File: config.mk
export PLATFORM = sky130hd
export DESIGN_NAME = tcp_top
export DESIGN_NICKNAME = d
export VERILOG_FILES = /design/src/shared/tcp_pkg.sv /design/src/tcp_capcomp.sv /design/src/tcp_top.sv /design/src/tcp_wide_counter.sv
export SDC_FILE = /design/constraint.sdc
export NUM_CORES = 1
export LEC_CHECK = 0
export BUFFER_PORTS_ARGS = -buffer_cell sky130_fd_sc_hd__buf_2
export CORE_ASPECT_RATIO = 1.5
export CORE_MARGIN = 10
export CORE_UTILIZATION = 50
export CTS_BUF_LIST = sky130_fd_sc_hd__clkbuf_4
export CTS_CLUSTER_SIZE = 8
export DETAILED_ROUTE_END_ITERATION = 8
export PLACE_DENSITY = 0.69
export SKIP_CTS_REPAIR_TIMING = 1
export SLEW_MARGIN = 20
export SYNTH_ARGS = -nofsm -noshare
export SYNTH_HDL_FRONTEND = slang
export SYNTH_HIERARCHICAL = 1
export SYNTH_SLANG_ARGS = --single-unit
File: constraint.sdc
create_clock -name pclk -period 3.7 [get_ports pclk]
set_input_delay 0.555 -clock pclk [delete_from_list [all_inputs] [get_ports pclk]]
set_output_delay 0.555 -clock pclk [all_outputs]
set_load 0.01 [all_outputs]
File: src/shared/tcp_pkg.sv
package tcp_pkg;

    // ==========================================================
    // Register map, byte addresses of aligned 32-bit words
    // ==========================================================
    localparam logic [7:0] OFS_COUNTER_CONTROL = 8'h00; // Wide counter control
    localparam logic [7:0] OFS_WIDE_LOW = 8'h04; // Wide counter bits 7:0
    localparam logic [7:0] OFS_WIDE_HIGH = 8'h08; // Wide counter bits 15:8
    localparam logic [7:0] OFS_IRQ_FLAGS = 8'h0C; // Peripheral flag register
    localparam logic [7:0] OFS_NARROW_TIMER = 8'h10; // Narrow timer count
    localparam logic [7:0] OFS_NARROW_PERIOD = 8'h14; // Narrow timer period
    localparam logic [7:0] OFS_UNIT_A_LOW = 8'h18; // Unit A value bits 7:0
    localparam logic [7:0] OFS_UNIT_A_HIGH = 8'h1C; // Unit A value bits 15:8
    localparam logic [7:0] OFS_UNIT_A_CONTROL = 8'h20; // Unit A mode
    localparam logic [7:0] OFS_UNIT_B_LOW = 8'h24; // Unit B value bits 7:0
    localparam logic [7:0] OFS_UNIT_B_HIGH = 8'h28; // Unit B value bits 15:8
    localparam logic [7:0] OFS_UNIT_B_CONTROL = 8'h2C; // Unit B mode
    localparam logic [7:0] OFS_UNIT_B_FLAG = 8'h30; // Unit B event flag
    localparam logic [7:0] OFS_NARROW_CONTROL = 8'h34; // Narrow timer enable

    // ==========================================================
    // Field positions
    // ==========================================================
    localparam int unsigned CTRL_RUN = 0; // Wide counter runs
    localparam int unsigned CTRL_EXT_SRC = 1; // Count pin edges, not phase ticks
    localparam int unsigned CTRL_SYNC_BYPASS = 2; // Unsynchronised counting
    localparam int unsigned CTRL_XTAL_EN = 3; // Crystal amplifier on
    localparam int unsigned FLAG_CONV_DONE = 6;
    localparam int unsigned FLAG_SERIAL_DONE = 3;
    localparam int unsigned FLAG_CAPCOMP = 2;
    localparam int unsigned FLAG_PERIOD_MATCH = 1;
    localparam int unsigned FLAG_OVERFLOW = 0;

    // ==========================================================
    // Reset values and masks
    // ==========================================================
    localparam logic [7:0] RST_BYTE = 8'h00; // All registers clear at reset
    localparam logic [7:0] RST_FLAGS = 8'h00;
    localparam logic [7:0] FLAG_IMPL_MASK = 8'h4F; // Bits 7, 5, 4 absent
    localparam logic [7:0] CTRL_IMPL_MASK = 8'h0F;
    localparam logic [15:0] RST_WORD = 16'h0000;
    localparam logic [15:0] WIDE_ALL_ONES = 16'hFFFF;

    // ==========================================================
    // Timing
    // ==========================================================
    localparam int unsigned PHASE_DIV_CYCLES = 4; // pclk cycles per phase tick

    // ==========================================================
    // Unit modes
    // ==========================================================
    typedef enum logic [3:0] {
        CC_OFF = 4'h0,
        CC_CAP_FALL = 4'h4,
        CC_CAP_RISE = 4'h5,
        CC_CMP_SET = 4'h8,
        CC_CMP_CLEAR = 4'h9,
        CC_CMP_FLAG = 4'hA,
        CC_CMP_SPECIAL = 4'hB,
        CC_PWM = 4'hC
    } tcp_cc_mode_t;

    // Wide counter as seen by the units
    typedef struct packed {
        logic [15:0] count;
        logic valid; // Low in unsynchronised mode
    } tcp_tbase_t;

    // Narrow timer as seen by the units
    typedef struct packed {
        logic [7:0] count;
        logic reload; // One-cycle pulse on period match
    } tcp_ptbase_t;

    // Any of the compare modes
    function automatic logic is_compare(input logic [3:0] mode);
        return mode[3:2] == 2'b10;
    endfunction

    // Either capture mode
    function automatic logic is_capture(input logic [3:0] mode);
        return mode[3:1] == 3'b010;
    endfunction

endpackage

File: src/tcp_capcomp.sv
module tcp_capcomp #(
    parameter bit START_CONV = 1'b0 // Special event also starts a conversion
) (
    input wire logic pclk,
    input wire logic presetn,
    input wire logic [3:0] mode,
    input wire logic wr_low,
    input wire logic wr_high,
    input wire logic [7:0] wdata,
    input wire logic cap_level,
    input wire tcp_pkg::tcp_tbase_t tbase,
    input wire tcp_pkg::tcp_ptbase_t ptbase,
    output logic [15:0] value_q,
    output logic event_pulse,
    output logic counter_clear,
    output logic conv_start,
    output logic out_q
);

    // ==========================================================
    // Capture and compare against the wide counter
    // ==========================================================
    logic cap_prev_q; // Previous sampled capture pin
    logic eq_q; // Match seen last cycle
    logic [7:0] duty_q; // Duty latched at each period start
    logic cap_edge;
    logic cap_hit;
    logic eq;
    logic cmp_hit;
    logic pwm;
    logic out_d;
    logic [15:0] value_d;

    // Pin already passed two flops in the top
    assign cap_edge = (mode[0] ? cap_level & ~cap_prev_q : ~cap_level & cap_prev_q);
    // Capture and compare need the synchronised time base
    assign cap_hit = tbase.valid & tcp_pkg::is_capture(mode) & cap_edge;
    assign eq = tbase.valid & tcp_pkg::is_compare(mode) & (tbase.count == value_q);
    // One hit per match, not one per cycle the match lasts
    assign cmp_hit = eq & ~eq_q;
    // PWM mode never raises the event
    assign event_pulse = cap_hit | cmp_hit;
    // Special event clears the shared counter
    assign counter_clear = cmp_hit & (mode == tcp_pkg::CC_CMP_SPECIAL);
    // Only unit difference: conversion start
    assign conv_start = counter_clear & START_CONV;
    assign pwm = (mode[3:2] == 2'b11);

    // Capture wins over a software write
    assign value_d = cap_hit ? tbase.count :
        {wr_high ? wdata : value_q[15:8], wr_low ? wdata : value_q[7:0]};

    // Output pin: PWM off the narrow timer, compare drives set/clear
    assign out_d = pwm ? (ptbase.reload ? (value_q[7:0] != 8'h00) :
                          (ptbase.count == duty_q) ? 1'b0 : out_q) :
        (cmp_hit & (mode == tcp_pkg::CC_CMP_SET)) ? 1'b1 :
        (cmp_hit & (mode == tcp_pkg::CC_CMP_CLEAR)) ? 1'b0 :
        (mode == tcp_pkg::CC_OFF) ? 1'b0 : out_q;

    // Unit state
    always_ff @(posedge pclk or negedge presetn) begin
        if (!presetn) begin
            value_q <= tcp_pkg::RST_WORD;
            cap_prev_q <= 1'b0;
            eq_q <= 1'b0;
            duty_q <= tcp_pkg::RST_BYTE;
            out_q <= 1'b0;
        end else begin
            value_q <= value_d;
            cap_prev_q <= cap_level;
            eq_q <= eq;
            // Duty takes effect at the period start
            duty_q <= ptbase.reload ? value_q[7:0] : duty_q;
            out_q <= out_d;
        end
    end

endmodule

File: src/tcp_top.sv
// Function
// - Flags set regardless of any enable
// - Flag bits 7, 5, 4 read zero
// - Bit 6 sets on conversion done
// - Bit 3 sets on serial transfer done
// - Bit 2 sets on unit A capture or match
// - Bit 1 sets on narrow period match
// - Bit 0 sets on wide overflow
// - Bypass bit counts pin edges directly
// - Unsynchronised counter runs and flags in sleep
// - Unsynchronised counter is no time base
// - Byte reads of counter always valid
// - Control bit 3 enables crystal amplifier
// - Each unit holds 16-bit value, control
// - Capture/compare on wide, PWM on narrow
// - Units share base; special event clears
// - PWM units share period and update
// - Units identical except conversion start
module tcp_top #(
    parameter int unsigned ADDR_W = 8,
    parameter int unsigned PHASE_DIV = tcp_pkg::PHASE_DIV_CYCLES
) (
    input wire logic pclk,
    input wire logic presetn,
    input wire logic psel,
    input wire logic penable,
    input wire logic pwrite,
    input wire logic [ADDR_W-1:0] paddr,
    input wire logic [31:0] pwdata,
    input wire logic [3:0] pstrb,
    output logic [31:0] prdata,
    output logic pready,
    output logic pslverr,
    input wire logic crystal_osc_in,
    output logic crystal_osc_out,
    output logic crystal_osc_out_oe,
    input wire logic unit_a_pin_in,
    input wire logic unit_b_pin_in,
    output logic unit_a_pin_out,
    output logic unit_b_pin_out,
    input wire logic sleep_mode,
    input wire logic conversion_done,
    input wire logic sync_serial_done,
    output logic conversion_start,
    output logic [7:0] irq_flags_out
);

    // ==========================================================
    // Elaboration checks
    // ==========================================================
    if (ADDR_W < 8) begin : g_bad_addr
        $error("ADDR_W must be at least 8");
    end
    if (PHASE_DIV < 1 || PHASE_DIV > 255) begin : g_bad_div
        $error("PHASE_DIV must be 1 to 255");
    end

    // ==========================================================
    // Pin synchronisers
    // ==========================================================
    logic [1:0] xin_sync_q; // Crystal/clock pin, two stages
    logic xin_prev_q; // Third stage, for edge detect
    logic [1:0] pin_a_sync_q; // Unit A capture pin
    logic [1:0] pin_b_sync_q; // Unit B capture pin
    logic ext_edge;

    // Stage 2 and the third stage feed the edge detector
    always_ff @(posedge pclk or negedge presetn) begin
        if (!presetn) begin
            xin_sync_q <= 2'b00;
            xin_prev_q <= 1'b0;
            pin_a_sync_q <= 2'b00;
            pin_b_sync_q <= 2'b00;
        end else begin
            xin_sync_q <= {xin_sync_q[0], crystal_osc_in};
            xin_prev_q <= xin_sync_q[1];
            pin_a_sync_q <= {pin_a_sync_q[0], unit_a_pin_in};
            pin_b_sync_q <= {pin_b_sync_q[0], unit_b_pin_in};
        end
    end

    // Rising edge of the external clock
    assign ext_edge = xin_sync_q[1] & ~xin_prev_q;

    // ==========================================================
    // Phase tick
    // ==========================================================
    logic [7:0] phase_cnt_q; // Stands in for the core's phase clocks
    logic phase_tick;

    assign phase_tick = (phase_cnt_q == 8'(PHASE_DIV - 1));

    // Free-running divider
    always_ff @(posedge pclk or negedge presetn) begin
        if (!presetn) begin
            phase_cnt_q <= tcp_pkg::RST_BYTE;
        end else begin
            phase_cnt_q <= phase_tick ? 8'h00 : 8'(phase_cnt_q + 8'h01);
        end
    end

    // ==========================================================
    // APB decode
    // ==========================================================
    logic [7:0] a8; // Low address byte
    logic setup;
    logic wr;
    logic aligned;
    logic [7:0] wbyte;
    logic sel_ctrl, sel_wlo, sel_whi, sel_flags, sel_nt, sel_np;
    logic sel_alo, sel_ahi, sel_actl, sel_blo, sel_bhi, sel_bctl, sel_bflag, sel_nctl;
    logic hit;

    assign a8 = paddr[7:0];
    assign aligned = (paddr[1:0] == 2'b00) && ((paddr >> 8) == '0);
    assign setup = psel & ~penable;
    // Writes land only at the access edge; low lane carries the byte
    assign wr = psel & penable & pwrite & pstrb[0] & hit;
    assign wbyte = pwdata[7:0];
    assign sel_ctrl = aligned & (a8 == tcp_pkg::OFS_COUNTER_CONTROL);
    assign sel_wlo = aligned & (a8 == tcp_pkg::OFS_WIDE_LOW);
    assign sel_whi = aligned & (a8 == tcp_pkg::OFS_WIDE_HIGH);
    assign sel_flags = aligned & (a8 == tcp_pkg::OFS_IRQ_FLAGS);
    assign sel_nt = aligned & (a8 == tcp_pkg::OFS_NARROW_TIMER);
    assign sel_np = aligned & (a8 == tcp_pkg::OFS_NARROW_PERIOD);
    assign sel_alo = aligned & (a8 == tcp_pkg::OFS_UNIT_A_LOW);
    assign sel_ahi = aligned & (a8 == tcp_pkg::OFS_UNIT_A_HIGH);
    assign sel_actl = aligned & (a8 == tcp_pkg::OFS_UNIT_A_CONTROL);
    assign sel_blo = aligned & (a8 == tcp_pkg::OFS_UNIT_B_LOW);
    assign sel_bhi = aligned & (a8 == tcp_pkg::OFS_UNIT_B_HIGH);
    assign sel_bctl = aligned & (a8 == tcp_pkg::OFS_UNIT_B_CONTROL);
    assign sel_bflag = aligned & (a8 == tcp_pkg::OFS_UNIT_B_FLAG);
    assign sel_nctl = aligned & (a8 == tcp_pkg::OFS_NARROW_CONTROL);
    assign hit = sel_ctrl | sel_wlo | sel_whi | sel_flags | sel_nt | sel_np | sel_alo |
        sel_ahi | sel_actl | sel_blo | sel_bhi | sel_bctl | sel_bflag | sel_nctl;

    // ==========================================================
    // Control registers
    // ==========================================================
    logic [7:0] ctrl_q; // counter_control_reg
    logic [3:0] mode_a_q; // unit_a_control
    logic [3:0] mode_b_q; // unit B control
    logic [7:0] nperiod_q; // narrow_timer_period
    logic nrun_q; // Narrow timer enable

    // Software-written configuration
    always_ff @(posedge pclk or negedge presetn) begin
        if (!presetn) begin
            ctrl_q <= tcp_pkg::RST_BYTE;
            mode_a_q <= tcp_pkg::CC_OFF;
            mode_b_q <= tcp_pkg::CC_OFF;
            nperiod_q <= tcp_pkg::RST_BYTE;
            nrun_q <= 1'b0;
        end else begin
            ctrl_q <= (wr & sel_ctrl) ? (wbyte & tcp_pkg::CTRL_IMPL_MASK) : ctrl_q;
            mode_a_q <= (wr & sel_actl) ? wbyte[3:0] : mode_a_q;
            mode_b_q <= (wr & sel_bctl) ? wbyte[3:0] : mode_b_q;
            nperiod_q <= (wr & sel_np) ? wbyte : nperiod_q;
            nrun_q <= (wr & sel_nctl) ? wbyte[0] : nrun_q;
        end
    end

    // Crystal amplifier: inverting, driven only when enabled
    assign crystal_osc_out = ctrl_q[tcp_pkg::CTRL_XTAL_EN] & ~crystal_osc_in;
    assign crystal_osc_out_oe = ctrl_q[tcp_pkg::CTRL_XTAL_EN];

    // ==========================================================
    // Narrow timer
    // ==========================================================
    logic [7:0] ntimer_q; // narrow_timer
    logic period_match;
    tcp_pkg::tcp_ptbase_t ptbase;

    // Match on the tick after the count reaches the period, then restart
    assign period_match = nrun_q & phase_tick & ~sleep_mode & (ntimer_q == nperiod_q);
    assign ptbase = '{count: ntimer_q, reload: period_match};

    // Narrow count, software may overwrite
    always_ff @(posedge pclk or negedge presetn) begin
        if (!presetn) begin
            ntimer_q <= tcp_pkg::RST_BYTE;
        end else if (wr & sel_nt) begin
            ntimer_q <= wbyte;
        end else if (period_match) begin
            ntimer_q <= 8'h00;
        end else if (nrun_q & phase_tick & ~sleep_mode) begin
            ntimer_q <= 8'(ntimer_q + 8'h01);
        end
    end

    // ==========================================================
    // Wide counter and the two units
    // ==========================================================
    logic [15:0] wide_q;
    logic overflow;
    logic clear_a, clear_b;
    logic event_a, event_b;
    logic [15:0] value_a, value_b;
    tcp_pkg::tcp_tbase_t tbase;

    // No time base while counting unsynchronised
    assign tbase = '{count: wide_q,
        valid: ~(ctrl_q[tcp_pkg::CTRL_EXT_SRC] & ctrl_q[tcp_pkg::CTRL_SYNC_BYPASS])};

    tcp_wide_counter u_wide (
        .pclk(pclk),
        .presetn(presetn),
        .run(ctrl_q[tcp_pkg::CTRL_RUN]),
        .ext_src(ctrl_q[tcp_pkg::CTRL_EXT_SRC]),
        .sync_bypass_bit(ctrl_q[tcp_pkg::CTRL_SYNC_BYPASS]),
        .sleep_mode(sleep_mode),
        .phase_tick(phase_tick),
        .ext_edge(ext_edge),
        .load_low(wr & sel_wlo),
        .load_high(wr & sel_whi),
        .load_data(wbyte),
        .clear(clear_a | clear_b),
        .count_q(wide_q),
        .overflow(overflow)
    );

    tcp_capcomp #(.START_CONV(1'b0)) u_unit_a (
        .pclk(pclk),
        .presetn(presetn),
        .mode(mode_a_q),
        .wr_low(wr & sel_alo),
        .wr_high(wr & sel_ahi),
        .wdata(wbyte),
        .cap_level(pin_a_sync_q[1]),
        .tbase(tbase),
        .ptbase(ptbase),
        .value_q(value_a),
        .event_pulse(event_a),
        .counter_clear(clear_a),
        .conv_start(),
        .out_q(unit_a_pin_out)
    );

    // Same module, same time bases: shared base, shared PWM period
    tcp_capcomp #(.START_CONV(1'b1)) u_unit_b (
        .pclk(pclk),
        .presetn(presetn),
        .mode(mode_b_q),
        .wr_low(wr & sel_blo),
        .wr_high(wr & sel_bhi),
        .wdata(wbyte),
        .cap_level(pin_b_sync_q[1]),
        .tbase(tbase),
        .ptbase(ptbase),
        .value_q(value_b),
        .event_pulse(event_b),
        .counter_clear(clear_b),
        .conv_start(conversion_start),
        .out_q(unit_b_pin_out)
    );

    // ==========================================================
    // Flags
    // ==========================================================
    logic [7:0] flags_q; // peripheral_irq_flags
    logic [7:0] flag_set;
    logic [7:0] flags_d;
    logic bflag_q; // Unit B event flag

    // No enable gates any set
    assign flag_set = ({7'h00, overflow} << tcp_pkg::FLAG_OVERFLOW) |
        ({7'h00, period_match} << tcp_pkg::FLAG_PERIOD_MATCH) |
        ({7'h00, event_a} << tcp_pkg::FLAG_CAPCOMP) |
        ({7'h00, sync_serial_done} << tcp_pkg::FLAG_SERIAL_DONE) |
        ({7'h00, conversion_done} << tcp_pkg::FLAG_CONV_DONE);
    // Set beats a same-cycle software clear; absent bits stay zero
    assign flags_d = (((wr & sel_flags) ? wbyte : flags_q) | flag_set) &
        tcp_pkg::FLAG_IMPL_MASK;
    assign irq_flags_out = flags_q;

    // Sticky flags, cleared only by software writes
    always_ff @(posedge pclk or negedge presetn) begin
        if (!presetn) begin
            flags_q <= tcp_pkg::RST_FLAGS;
            bflag_q <= 1'b0;
        end else begin
            flags_q <= flags_d;
            bflag_q <= ((wr & sel_bflag) ? wbyte[0] : bflag_q) | event_b;
        end
    end

    // ==========================================================
    // APB read path
    // ==========================================================
    logic [7:0] rd_byte;
    logic [31:0] prdata_q;
    logic pslverr_q;

    // Counter bytes come from a pclk flop, so never torn
    assign rd_byte = ({8{sel_ctrl}} & ctrl_q) | ({8{sel_wlo}} & wide_q[7:0]) |
        ({8{sel_whi}} & wide_q[15:8]) | ({8{sel_flags}} & flags_q) |
        ({8{sel_nt}} & ntimer_q) | ({8{sel_np}} & nperiod_q) |
        ({8{sel_alo}} & value_a[7:0]) | ({8{sel_ahi}} & value_a[15:8]) |
        ({8{sel_actl}} & {4'h0, mode_a_q}) | ({8{sel_blo}} & value_b[7:0]) |
        ({8{sel_bhi}} & value_b[15:8]) | ({8{sel_bctl}} & {4'h0, mode_b_q}) |
        ({8{sel_bflag}} & {7'h00, bflag_q}) | ({8{sel_nctl}} & {7'h00, nrun_q});

    // Snapshot taken in the setup cycle, so no wait states are needed
    always_ff @(posedge pclk or negedge presetn) begin
        if (!presetn) begin
            prdata_q <= 32'h0000_0000;
            pslverr_q <= 1'b0;
        end else if (setup) begin
            prdata_q <= {24'h00_0000, rd_byte};
            pslverr_q <= ~hit;
        end
    end

    assign prdata = prdata_q;
    assign pready = psel & penable;
    assign pslverr = psel & penable & pslverr_q;

endmodule

File: src/tcp_wide_counter.sv
module tcp_wide_counter (
    input wire logic pclk,
    input wire logic presetn,
    input wire logic run,
    input wire logic ext_src,
    input wire logic sync_bypass_bit,
    input wire logic sleep_mode,
    input wire logic phase_tick,
    input wire logic ext_edge,
    input wire logic load_low,
    input wire logic load_high,
    input wire logic [7:0] load_data,
    input wire logic clear,
    output logic [15:0] count_q,
    output logic overflow
);

    // ==========================================================
    // Increment source
    // ==========================================================
    logic pend_q; // Edge waiting for the next phase tick
    logic pend_d;
    logic sync_inc;
    logic inc_src;
    logic halted;
    logic inc;
    logic writing;
    logic [15:0] count_d;

    // Synchronised mode holds a pin edge until the phase tick
    assign sync_inc = phase_tick & (pend_q | ext_edge);
    assign pend_d = ext_src & ~sync_bypass_bit & ~phase_tick & (pend_q | ext_edge);
    // Bypass counts the pin edge at once
    assign inc_src = ext_src ? (sync_bypass_bit ? ext_edge : sync_inc) : phase_tick;
    // Sleep stops phase clocks; only the unsynchronised path survives
    assign halted = sleep_mode & ~(ext_src & sync_bypass_bit);
    assign inc = run & ~halted & inc_src;
    assign writing = load_low | load_high;

    // Clear beats writes; writes beat the increment
    assign count_d = clear ? tcp_pkg::RST_WORD :
        writing ? {load_high ? load_data : count_q[15:8],
                   load_low ? load_data : count_q[7:0]} :
        inc ? 16'(count_q + 16'h0001) : count_q; // Wraps to zero

    // Overflow on the wrapping increment only
    assign overflow = inc & ~clear & ~writing & (count_q == tcp_pkg::WIDE_ALL_ONES);

    // Counter and pending edge
    always_ff @(posedge pclk or negedge presetn) begin
        if (!presetn) begin
            count_q <= tcp_pkg::RST_WORD;
            pend_q <= 1'b0;
        end else begin
            count_q <= count_d;
            pend_q <= pend_d;
        end
    end

endmodule

# [Yosys cells after proc, flatten, opt, wreduce, memory -nomap -nowiden]
# Cells that the tools add are included.
[op_classes] n_reduce_logical=18 n_addsub=3 bitwise_logic=138 n_lt_le_gt_ge=0 n_shift=0 muxes=33 div=0 n_mul=0 eq_ne=36
[ops] cell="bitwise OR 8 bit" n=13
[ops] cell="two-way mux 16 bit" n=5
[ops] cell="two-way mux 8 bit" n=10
[ops] cell="AND 1 bit" n=70
[ops] cell="AND 8 bit" n=8
[ops] cell="equality test 8 x 6 -> 1 bit (second input constant)" n=6
[ops] cell="equality test 16 bit" n=2
[ops] cell="equality test 8 x 5 -> 1 bit (second input constant)" n=4
[ops] cell="AND 8 x 4 -> 8 bit" n=3
[ops] cell="equality test 4 bit (second input constant)" n=6
[ops] cell="equality test 8 bit" n=3
[ops] cell="bitwise OR 1 bit" n=19
[ops] cell="two-way mux 1 bit" n=17
[ops] cell="inverter 1 bit" n=17
[ops] cell="adder 16 x 1 -> 16 bit (second input constant)" n=1
[ops] cell="adder 8 x 1 -> 8 bit (second input constant)" n=2
[ops] cell="AND 8 x 1 -> 8 bit" n=2
[ops] cell="equality test 16 bit (second input constant)" n=1
[ops] cell="equality test 8 x 4 -> 1 bit (second input constant)" n=2
[ops] cell="nonzero test 8 bit" n=2
[ops] cell="AND 8 x 7 -> 8 bit" n=1
[ops] cell="equality test 2 bit (second input constant)" n=4
[ops] cell="equality test 8 x 2 -> 1 bit (second input constant)" n=1
[ops] cell="equality test 8 x 3 -> 1 bit (second input constant)" n=1
[ops] cell="16 further kinds" n=28
[word_totals] inputBits=55 n_memories=0 wordCells=258 register_bits=130 out_inout_bits=47 latch_bits=0 romBits=0 mem_bits_rw=0

# [Longest topological paths before layout]
# Gate-level depths: netlist of the first run.
[depth] word_depth=26 ltp_mapped=14 mapped_depth_nobuf=11

# [Hierarchy]
# The synthesis of the first run kept the hierarchy.
[modules_own_cells] mod="tcp_top" area_each_um2=3714.8 cells_each=377 instances=1 seq_area_each_um2=1476.4
[modules_own_cells] mod="tcp_capcomp (u_unit_a)" area_each_um2=1552.7 cells_each=153 instances=1 seq_area_each_um2=675.6
[modules_own_cells] mod="tcp_capcomp (u_unit_b)" area_each_um2=1549.0 cells_each=152 instances=1 seq_area_each_um2=675.6
[modules_own_cells] mod="tcp_wide_counter" area_each_um2=1184.9 cells_each=139 instances=1 seq_area_each_um2=425.4

# [Least setup slack after synthesis of the first run]
# Ideal clock, no wire load.
[synth_timing] path_kind="register to register" start="register u_wide.count_q[4]" end="register u_wide.count_q[8]" setup_time_ns=0.124 synth_period_minus_slack_ns=2.995 t_arrival_ns=2.870 path_stages_with_launch=14 n_path_buf=3 setup_slack_ns=0.705 cell_sequence="dfrtp_1 -> xor2_1 -> a211o_1 -> nor4_1 -> and2_1 -> nand2b_1 -> nor3_1 -> buf_4 -> or2_2 -> clkbuf_1 -> nor2_1 -> o21a_1 -> clkbuf_1 -> a211o_1"
[synth_via] elab_chain_len=7 word_cells_on_any_way=16 cone_classes="add/sub (1); eq/ne (3); mux (3); bitwise (7); reduce/logical (2)"
[synth_lines] item="start, declared" line="tcp_wide_counter.sv:14" rtl="output logic [15:0] count_q,"
[synth_lines] item="start signal, assigned" line="tcp_wide_counter.sv:52" rtl="count_q <= tcp_pkg::RST_WORD;"
[synth_lines] item="start signal, assigned" line="tcp_wide_counter.sv:55" rtl="count_q <= count_d;"
[synth_lines] item="equality test 16 bit (*)" line="tcp_capcomp.sv:38" rtl="assign eq = tbase.valid & tcp_pkg::is_compare(mode) & (tbase.count == value_q);"
[synth_lines] item="AND 1 bit (*)" line="tcp_capcomp.sv:38"
[synth_lines] item="net u_unit_b.eq" line="tcp_capcomp.sv:28" rtl="logic eq;"
[synth_lines] item="AND 1 bit (*)" line="tcp_capcomp.sv:40" rtl="assign cmp_hit = eq & ~eq_q;"
[synth_lines] item="AND 1 bit (*)" line="tcp_capcomp.sv:44" rtl="assign counter_clear = cmp_hit & (mode == tcp_pkg::CC_CMP_SPECIAL);"
[synth_lines] item="net conversion_start" line="tcp_top.sv:44" rtl="output logic conversion_start,"
[synth_lines] item="bitwise OR 1 bit (*)" line="tcp_top.sv:217" rtl=".clear(clear_a | clear_b),"
[synth_lines] item="inequality test 3 x 1 -> 1 bit (no line) / nonzero test 3 bit (equally long branches)"
[synth_lines] item="AND reduction 2 bit (no line)"
# The timed path passes the listed nets; every way through them passes the cells marked *. The select of a mux whose other input is x is not followed.
# A chain may end at the register's enable or synchronous reset.

# [Worst setup path in the final report of the first run]
[layout_timing] start="register u_wide.count_q[7]" end="output port conversion_start"
[layout_via] elab_chain_len=4
[layout_lines] item="equality test 16 bit" line="tcp_capcomp.sv:38"
[layout_lines] item="AND 1 bit" line="tcp_capcomp.sv:38"
[layout_lines] item="net u_unit_b.eq" line="tcp_capcomp.sv:28"
[layout_lines] item="AND 1 bit" line="tcp_capcomp.sv:40"
[layout_lines] item="AND 1 bit" line="tcp_capcomp.sv:44"
[layout_lines] item="end, declared" line="tcp_top.sv:44"
# The timed path passes the listed nets, and every way through them passes these cells.

==> results of run 1 <==
[flip-flops by register name, summed over array words and instances, names as in the netlist, 4 cells and up]
signal            count
ntimer_q              8
ctrl_q                4
u_wide/count_q       16
nperiod_q             8
irq_flags_out         5
u_unit_a/duty_q       8
u_unit_b/value_q     16
mode_b_q              4
prdata                8
u_unit_b/duty_q       8
mode_a_q              4
phase_cnt_q           8
u_unit_a/value_q     16
[area by class of cell]
type                            count  area (um2)
Sequential cell                   130        3250
Tap cell                          203         254
Inverter                           12        45.0
Clock inverter                     15         156
Timing Repair Buffer               84         532
Clock buffer                       17         128
Multi-Input combinational cell    638        4430
Antenna cell                        1        2.50
Fill cell                        1455        6890
[final timing paths]
kind                                      endpoint  slack, ns  cells after the start
worst max register to register  u_wide/count_q[11]       0.43                     11
worst min-delay path            u_wide/count_q[11]      0.005                      1
min in group pclk                  pin_a_sync_q[0]       0.08                      1
worst min register to register       xin_sync_q[1]       0.36                      0
max in group asynchronous             nperiod_q[5]       2.89                      2
worst max-delay path              conversion_start       0.32                      7
[stage by stage]
step / total power (W) / hold WS, ns / area, um2 / util
after floorplan: 0.00173 / 0.259 / 8090 / -
after global placement: 0.00187 / 0.334 / 8510 / 0.542
after detailed placement: 0.00187 / 0.336 / 8510 / 0.542
after CTS: 0.00286 / 0.0320 / 8800 / 0.561
after global routing: 0.00298 / 0.0421 / 8800 / 0.561
final: 0.00285 / 0.00490 / 8800 / 0.561
[routing by layer]
layer	track usage	share of wire
met5	0	0
met2	0.394	0.49
met1	0.306	0.38
met4	0.160	0.059
met3	0.0410	0.074
[power breakdown]
group	switching, W	leakage (nW)	internal, W
logic	0.000218	2.05	0.000122
clock network	0.000601	0.145	0.000406
registers	0.0000532	1.59	0.00145
total	0.000872	3.78	0.00198
[placed cells by master (no fill, tap or decap), types with 6 or more instances in the layout]
cell,instances
sky130_fd_sc_hd__o21ai_0,21
sky130_fd_sc_hd__a21oi_1,57
sky130_fd_sc_hd__o22ai_1,6
sky130_fd_sc_hd__mux2_2,39
sky130_fd_sc_hd__nor4_1,10
sky130_fd_sc_hd__nor3_1,23
sky130_fd_sc_hd__clkbuf_4,17
sky130_fd_sc_hd__a22oi_1,10
sky130_fd_sc_hd__xnor2_1,44
sky130_fd_sc_hd__conb_1,27
sky130_fd_sc_hd__dfrtp_1,130
sky130_fd_sc_hd__nand2_1,49
sky130_fd_sc_hd__inv_1,12
sky130_fd_sc_hd__nor2_1,90
sky130_fd_sc_hd__nand4_1,12
sky130_fd_sc_hd__nand3_1,15
sky130_fd_sc_hd__a211o_1,7
sky130_fd_sc_hd__a31oi_1,19
sky130_fd_sc_hd__o22a_1,6
sky130_fd_sc_hd__nor2b_1,11
sky130_fd_sc_hd__mux2i_1,52
sky130_fd_sc_hd__buf_4,36
sky130_fd_sc_hd__xor2_1,17
sky130_fd_sc_hd__and3_1,12
sky130_fd_sc_hd__buf_2,46
==> summary.md, run 1 <==
| Metric | Value |
|---|---|
| Number of standard-cell rows in the floorplan | `56` |
| Starting utilization of the core area | `0.509` |
| Nets@finish | `941` |
| Die Footprint | `21500 um2` |
| Standby leakage power | `3.78 nW` |
| Mean area per synthesized cell | `9.76 um2` |
| Tmin final | `3.38 ns` |
| Number of buffers on the longest clock path | `2` |
| Startpoint of the worst register-to-register path | `ctrl_q[1]` |
| Remaining global-route overflow | `0` |
| Critical path fanouts, max | `6` |
| Result of the run | `finished, final reports clean` |
| Post-route setup slack | `0.320 ns` |
| Kind of start point of the critical path | `register` |
| Cell Chain, Critical Path | `xnor2_1, nand3_1, nor4_1, and2_1, nand2b_1, nor3_1, buf_2` |
| Synthesized instance count | `819` |
| Final cycle utilization of the critical path | `0.913` |
| Total power per unit cell area | `324 nW/um2` |
| Fraction of final layout cells with drive strength greater than 1 | `0.213` |
| Type of the setup path with the least slack | `reg2out` |
| Worst clock skew on the final layout | `0.0166 ns` |
| Worst endpoint required time | `3.14 ns` |
| Worst Setup End Kind | `primary output` |
| Number of antenna violations at the first check in global routing | `1` |
| Wire length after detailed routing | `26600 um` |
| Max-cap viol count | `0` |
| Clock tree from TritonCTS | `built` |
| Worst Tran Pin Value | `0.803 ns` |
| Wire length of the first global-routing pass | `40500 um` |
| Placed insts | `1067` |
| Endpoints failing setup | `0` |
| Pins over their slew limit | `0` |
| Number of violations reported at the end of detailed-routing iteration 0 | `744` |
| Warning count from the yosys run | `6` |
| Max_slew headroom | `0.465` |
| Final non-filler cell total | `1100` |
| Antenna-violating nets left | `0` |
| Num ports | `102` |
| Detailed Place HPWL | `19300 um` |
| Arr. time, crit path | `2.82 ns` |
| Maximum VDD drop | `0.168 mV` |
| Area Growth Syn to Fin | `10.1%` |
| Residual DRC count | `0` |
| Width of the die | `123 um` |
| Cell area after technology mapping | `7990 um2` |
| Number of I/O port buffers | `47` |
| Insertion delay of the later-clocked pin in the worst-skew pair | `0.57 ns` |
| Core area | `15700 um2` |
| Number of global-route vias before repair | `6880` |
| Cell chosen for the clock root | `sky130_fd_sc_hd__clkbuf_4` |
| Number of detailed-route iterations in the first pass | `7` |
| Overall fraction of global-route tracks in use | `0.250` |
| Minimum setup slack after placement | `0.503 ns` |
| Clock sink count | `130` |
| Unrepaired setup endpoints after global routing | `false` |
| Clock transition at the register clock pins on the worst setup and hold paths after CTS | `0.13 ns` |
| Maximum number of pins on one net before global-route repair | `83` |
| Htree depth | `4` |
| Total via count in the routed design | `6897` |
| Die Height | `175 um` |
| Cell class contributing the biggest share of worst-path delay | `simple AND/OR/NAND/NOR gates` |
| Worst hold path type | `in2async` |
| Final Hold Violating Endpoints | `0` |
| Origin of the worst setup path | `u_wide/count_q[7]` |
| Standard cell with the maximum stage delay on the critical path | `sky130_fd_sc_hd__dfrtp_1` |
| Vias per std cell | `6.27` |
| Placer congestion estimate | `0.984` |
| Clock buffer count from CTS | `17` |
| Slowest Stage Delay on Critical Path | `0.69 ns` |
| Critical path buffers and inverters | `1` |
| Maximum clock frequency | `0.296 GHz` |
| Sum Neg Setup Slack | `0 ns` |
| DR WL/cell | `24.2 um` |
(Power assumes the default switching activity.)
==> inputs of run 2 (changes only) <==
--- a/config.mk
+++ b/config.mk
@@ -7,7 +7,7 @@
 export LEC_CHECK = 0
 export BUFFER_PORTS_ARGS = -buffer_cell sky130_fd_sc_hd__buf_2
 export CORE_ASPECT_RATIO = 1.5
-export CORE_MARGIN = 10
+export CORE_MARGIN = 2
 export CORE_UTILIZATION = 50
 export CTS_BUF_LIST = sky130_fd_sc_hd__clkbuf_4
 export CTS_CLUSTER_SIZE = 8
==> constraint.sdc (replaced) <==
create_clock -name pclk -period 3.2 [get_ports pclk]
set_input_delay 0.48 -clock pclk [delete_from_list [all_inputs] [get_ports pclk]]
set_output_delay 0.48 -clock pclk [all_outputs]
set_load 0.01 [all_outputs]
==> summary.md, run 2 (synthesized netlist as in run 1, its figures left out) <==
| Metric | Value |
|---|---|
| Number of antenna violations at the first check in global routing | `1` |
| Combinational share of power | `0.124` |
| Area Growth Syn to Fin | `14.2%` |
| Number of standard-cell rows in the floorplan | `56` |
| DR WL/cell | `23.7 um` |
| Switching power total | `0.00101 W` |
| Core area | `15600 um2` |
| Detailed Place HPWL | `19400 um` |
| Critical path buffers and inverters | `1` |
| Clock tree from TritonCTS | `built` |
| Total via count in the routed design | `6997` |
| Sink of the worst hold path | `xin_sync_q[0]` |
| Tmin final | `3.13 ns` |
| Number of buffers on the longest clock path | `2` |
| Cell chosen for the clock root | `sky130_fd_sc_hd__clkbuf_4` |
| Placed Area | `8720 um2` |
| Insertion delay of the later-clocked pin in the worst-skew pair | `0.56 ns` |
| Slowest Stage Delay on Critical Path | `0.63 ns` |
| Nets@finish | `972` |
| Number of violations reported at the end of detailed-routing iteration 0 | `516` |
| Cell Chain, Critical Path | `xnor2_1, o211ai_1, nor4_4, and2_1, nand2b_1, nor3_2, buf_2` |
| Placer congestion estimate | `0.972` |
| Pins over their slew limit | `0` |
| Met1 layer wirelength in the final routing | `10400 um` |
| Antenna-violating nets left | `0` |
| Routed wl met3 | `1700 um` |
| Origin of the worst min-delay path | `crystal_osc_in` |
| Startpoint of the worst register-to-register path | `u_wide/count_q[5]` |
| Die Footprint | `17000 um2` |
| Worst clock skew on the final layout | `0.0174 ns` |
| Kind of start point of the critical path | `register` |
| Cell class contributing the biggest share of worst-path delay | `simple AND/OR/NAND/NOR gates` |
| Standby leakage power | `3.97 nW` |
| Worst hold path type | `in2reg` |
| Endpoints failing setup | `0` |
| Commonest non-fill, non-tap cell in the layout | `sky130_fd_sc_hd__dfrtp_1` |
| Total power per unit cell area | `391 nW/um2` |
| Number of I/O port buffers | `47` |
| Share of total power consumed by net switching | `0.284` |
| Registers with the most flip-flops | `u_unit_a/value_q x16, u_unit_b/value_q x16, u_wide/count_q x16` |
| Internal Power | `0.00255 W` |
| Starting utilization of the core area | `0.511` |
| Type of the setup path with the least slack | `reg2out` |
| Wire length after detailed routing | `26800 um` |
| Max_slew headroom | `0.449` |
| Vias per std cell | `6.19` |
| Minimum setup slack after placement | `0.186 ns` |
| Die Height | `159 um` |
| Standard cell with the maximum stage delay on the critical path | `sky130_fd_sc_hd__dfrtp_1` |
| Post-route setup slack | `0.0738 ns` |
| Wire length of the first global-routing pass | `40200 um` |
| Final Hold Violating Endpoints | `0` |
| Most used cells in the layout excluding fill and tap cells | `sky130_fd_sc_hd__dfrtp_1, sky130_fd_sc_hd__nor2_1, sky130_fd_sc_hd__buf_4` |
| Critical R2R Capture | `u_wide/count_q[14]` |
| Overall fraction of global-route tracks in use | `0.319` |
| Final cycle utilization of the critical path | `0.977` |
| Critical path fanouts, max | `7` |
| Area of all placed cells without fillers | `9120 um2` |
| Num ports | `102` |
| Result of the run | `finished, final reports clean` |
| Htree depth | `4` |
| Arr. time, crit path | `2.65 ns` |
| Worst endpoint required time | `2.72 ns` |
| Fraction of final layout cells with drive strength greater than 1 | `0.241` |
| Width of the die | `107 um` |
| Cell count of the worst hold path | `1` |
| Remaining global-route overflow | `0` |
| Number of global-route vias before repair | `6910` |
| Maximum number of pins on one net before global-route repair | `71` |
| Number of detailed-route iterations in the first pass | `7` |
| Clock transition at the register clock pins on the worst setup and hold paths after CTS | `0.13 ns` |
| Maximum clock frequency | `0.320 GHz` |
| Worst Setup End Kind | `primary output` |
| Top routing layer in use | `met4` |
| Met2 Wirelength | `13000 um` |
| Clock sink count | `130` |
| Final total power | `0.00357 W` |
| Clock power frac | `0.394` |
| Unrepaired setup endpoints after global routing | `false` |
| Max-cap viol count | `0` |
| Residual DRC count | `0` |
| Clock buffer count from CTS | `17` |
| Setup slack on the worst flop-to-flop path | `0.18 ns` |
| Sequential share of power | `0.482` |
| Maximum VDD drop | `0.279 mV` |
| Worst Tran Pin Value | `0.823 ns` |
| Number of filler cells placed in the layout | `1393` |
| Cell count of the worst reg-to-reg path | `11` |
-- run 2: changes by cell type in the layout (fill, tap and decap cells not counted), moves of 3 or more --
cell	previous run	this run
sky130_fd_sc_hd__buf_4	36	64
sky130_fd_sc_hd__bufinv_16	2	5
sky130_fd_sc_hd__clkinvlp_4	3	0
sky130_fd_sc_hd__dlygate4sd3_1	0	3
-- run 2: worst reg2reg max path, cell delays in order, from the launching register on --
cell                       delay (ns)
sky130_fd_sc_hd__dfrtp_1         0.58
sky130_fd_sc_hd__xnor2_1         0.32
sky130_fd_sc_hd__nand2_1         0.12
sky130_fd_sc_hd__nor4_1          0.34
sky130_fd_sc_hd__and2_1          0.24
sky130_fd_sc_hd__nand2b_1        0.10
sky130_fd_sc_hd__nor3_2          0.30
sky130_fd_sc_hd__or2_2           0.20
sky130_fd_sc_hd__nor2_1          0.05
sky130_fd_sc_hd__o21a_1          0.16
sky130_fd_sc_hd__buf_4           0.18
sky130_fd_sc_hd__o41ai_1         0.34
-- run 2: per-layer routing --
| metal | vias to the layer above | track usage |
|---|---|---|
| li1 | 3129 | - |
| met1 | 3419 | 0.389 |
| met2 | 344 | 0.516 |
| met3 | 105 | 0.0530 |
| met4 | 0 | 0.199 |
| met5 | - | 0 |
-- run 2: how the worst max path moves through the flow --
stage	end	slack, ns	from	depth (start not counted)
after global placement	u_wide/count_q[11]	0.18	u_wide/count_q[5]	11
after detailed placement	u_wide/count_q[14]	0.19	u_wide/count_q[5]	11
after global routing	conversion_start	0.004	u_wide/count_q[12]	7
final	conversion_start	0.07	u_wide/count_q[12]	7
after floorplan	u_wide/count_q[8]	0.21	u_wide/count_q[4]	13
after CTS	conversion_start	-0.05	u_wide/count_q[12]	7
-- run 2: power groups by stage --
stage               combinational [W]  clock [W]  sequential, W
global route                 0.000474    0.00149        0.00172
floorplan                    0.000256          0        0.00175
CTS                          0.000435    0.00143        0.00172
finish                       0.000441    0.00141        0.00172
global placement             0.000429          0        0.00175
detailed placement           0.000433          0        0.00175
-- run 2: layout make-up --
class                      count  area (um2)  area share
clock buffer                  17         128      0.0140
timing repair buffer         115         772      0.0846
inverter                      12        45.0     0.00494
tap                          203         254      0.0278
clock inverter                15         229      0.0251
multi-input combinational    638        4440       0.487
sequential                   130        3250       0.357
antenna                        1        2.50    0.000274
-- run 2: through the flow --
stage               instances  TNS (ns)  utilization  hold WS [ns]
floorplan                 845         0            -         0.184
global placement         1095         0        0.558         0.335
detailed placement       1095         0        0.558         0.336
CTS                      1127   -0.0508        0.581        -0.128
global route             1131         0        0.584       0.00733
finish                   1131         0        0.584        0.0286
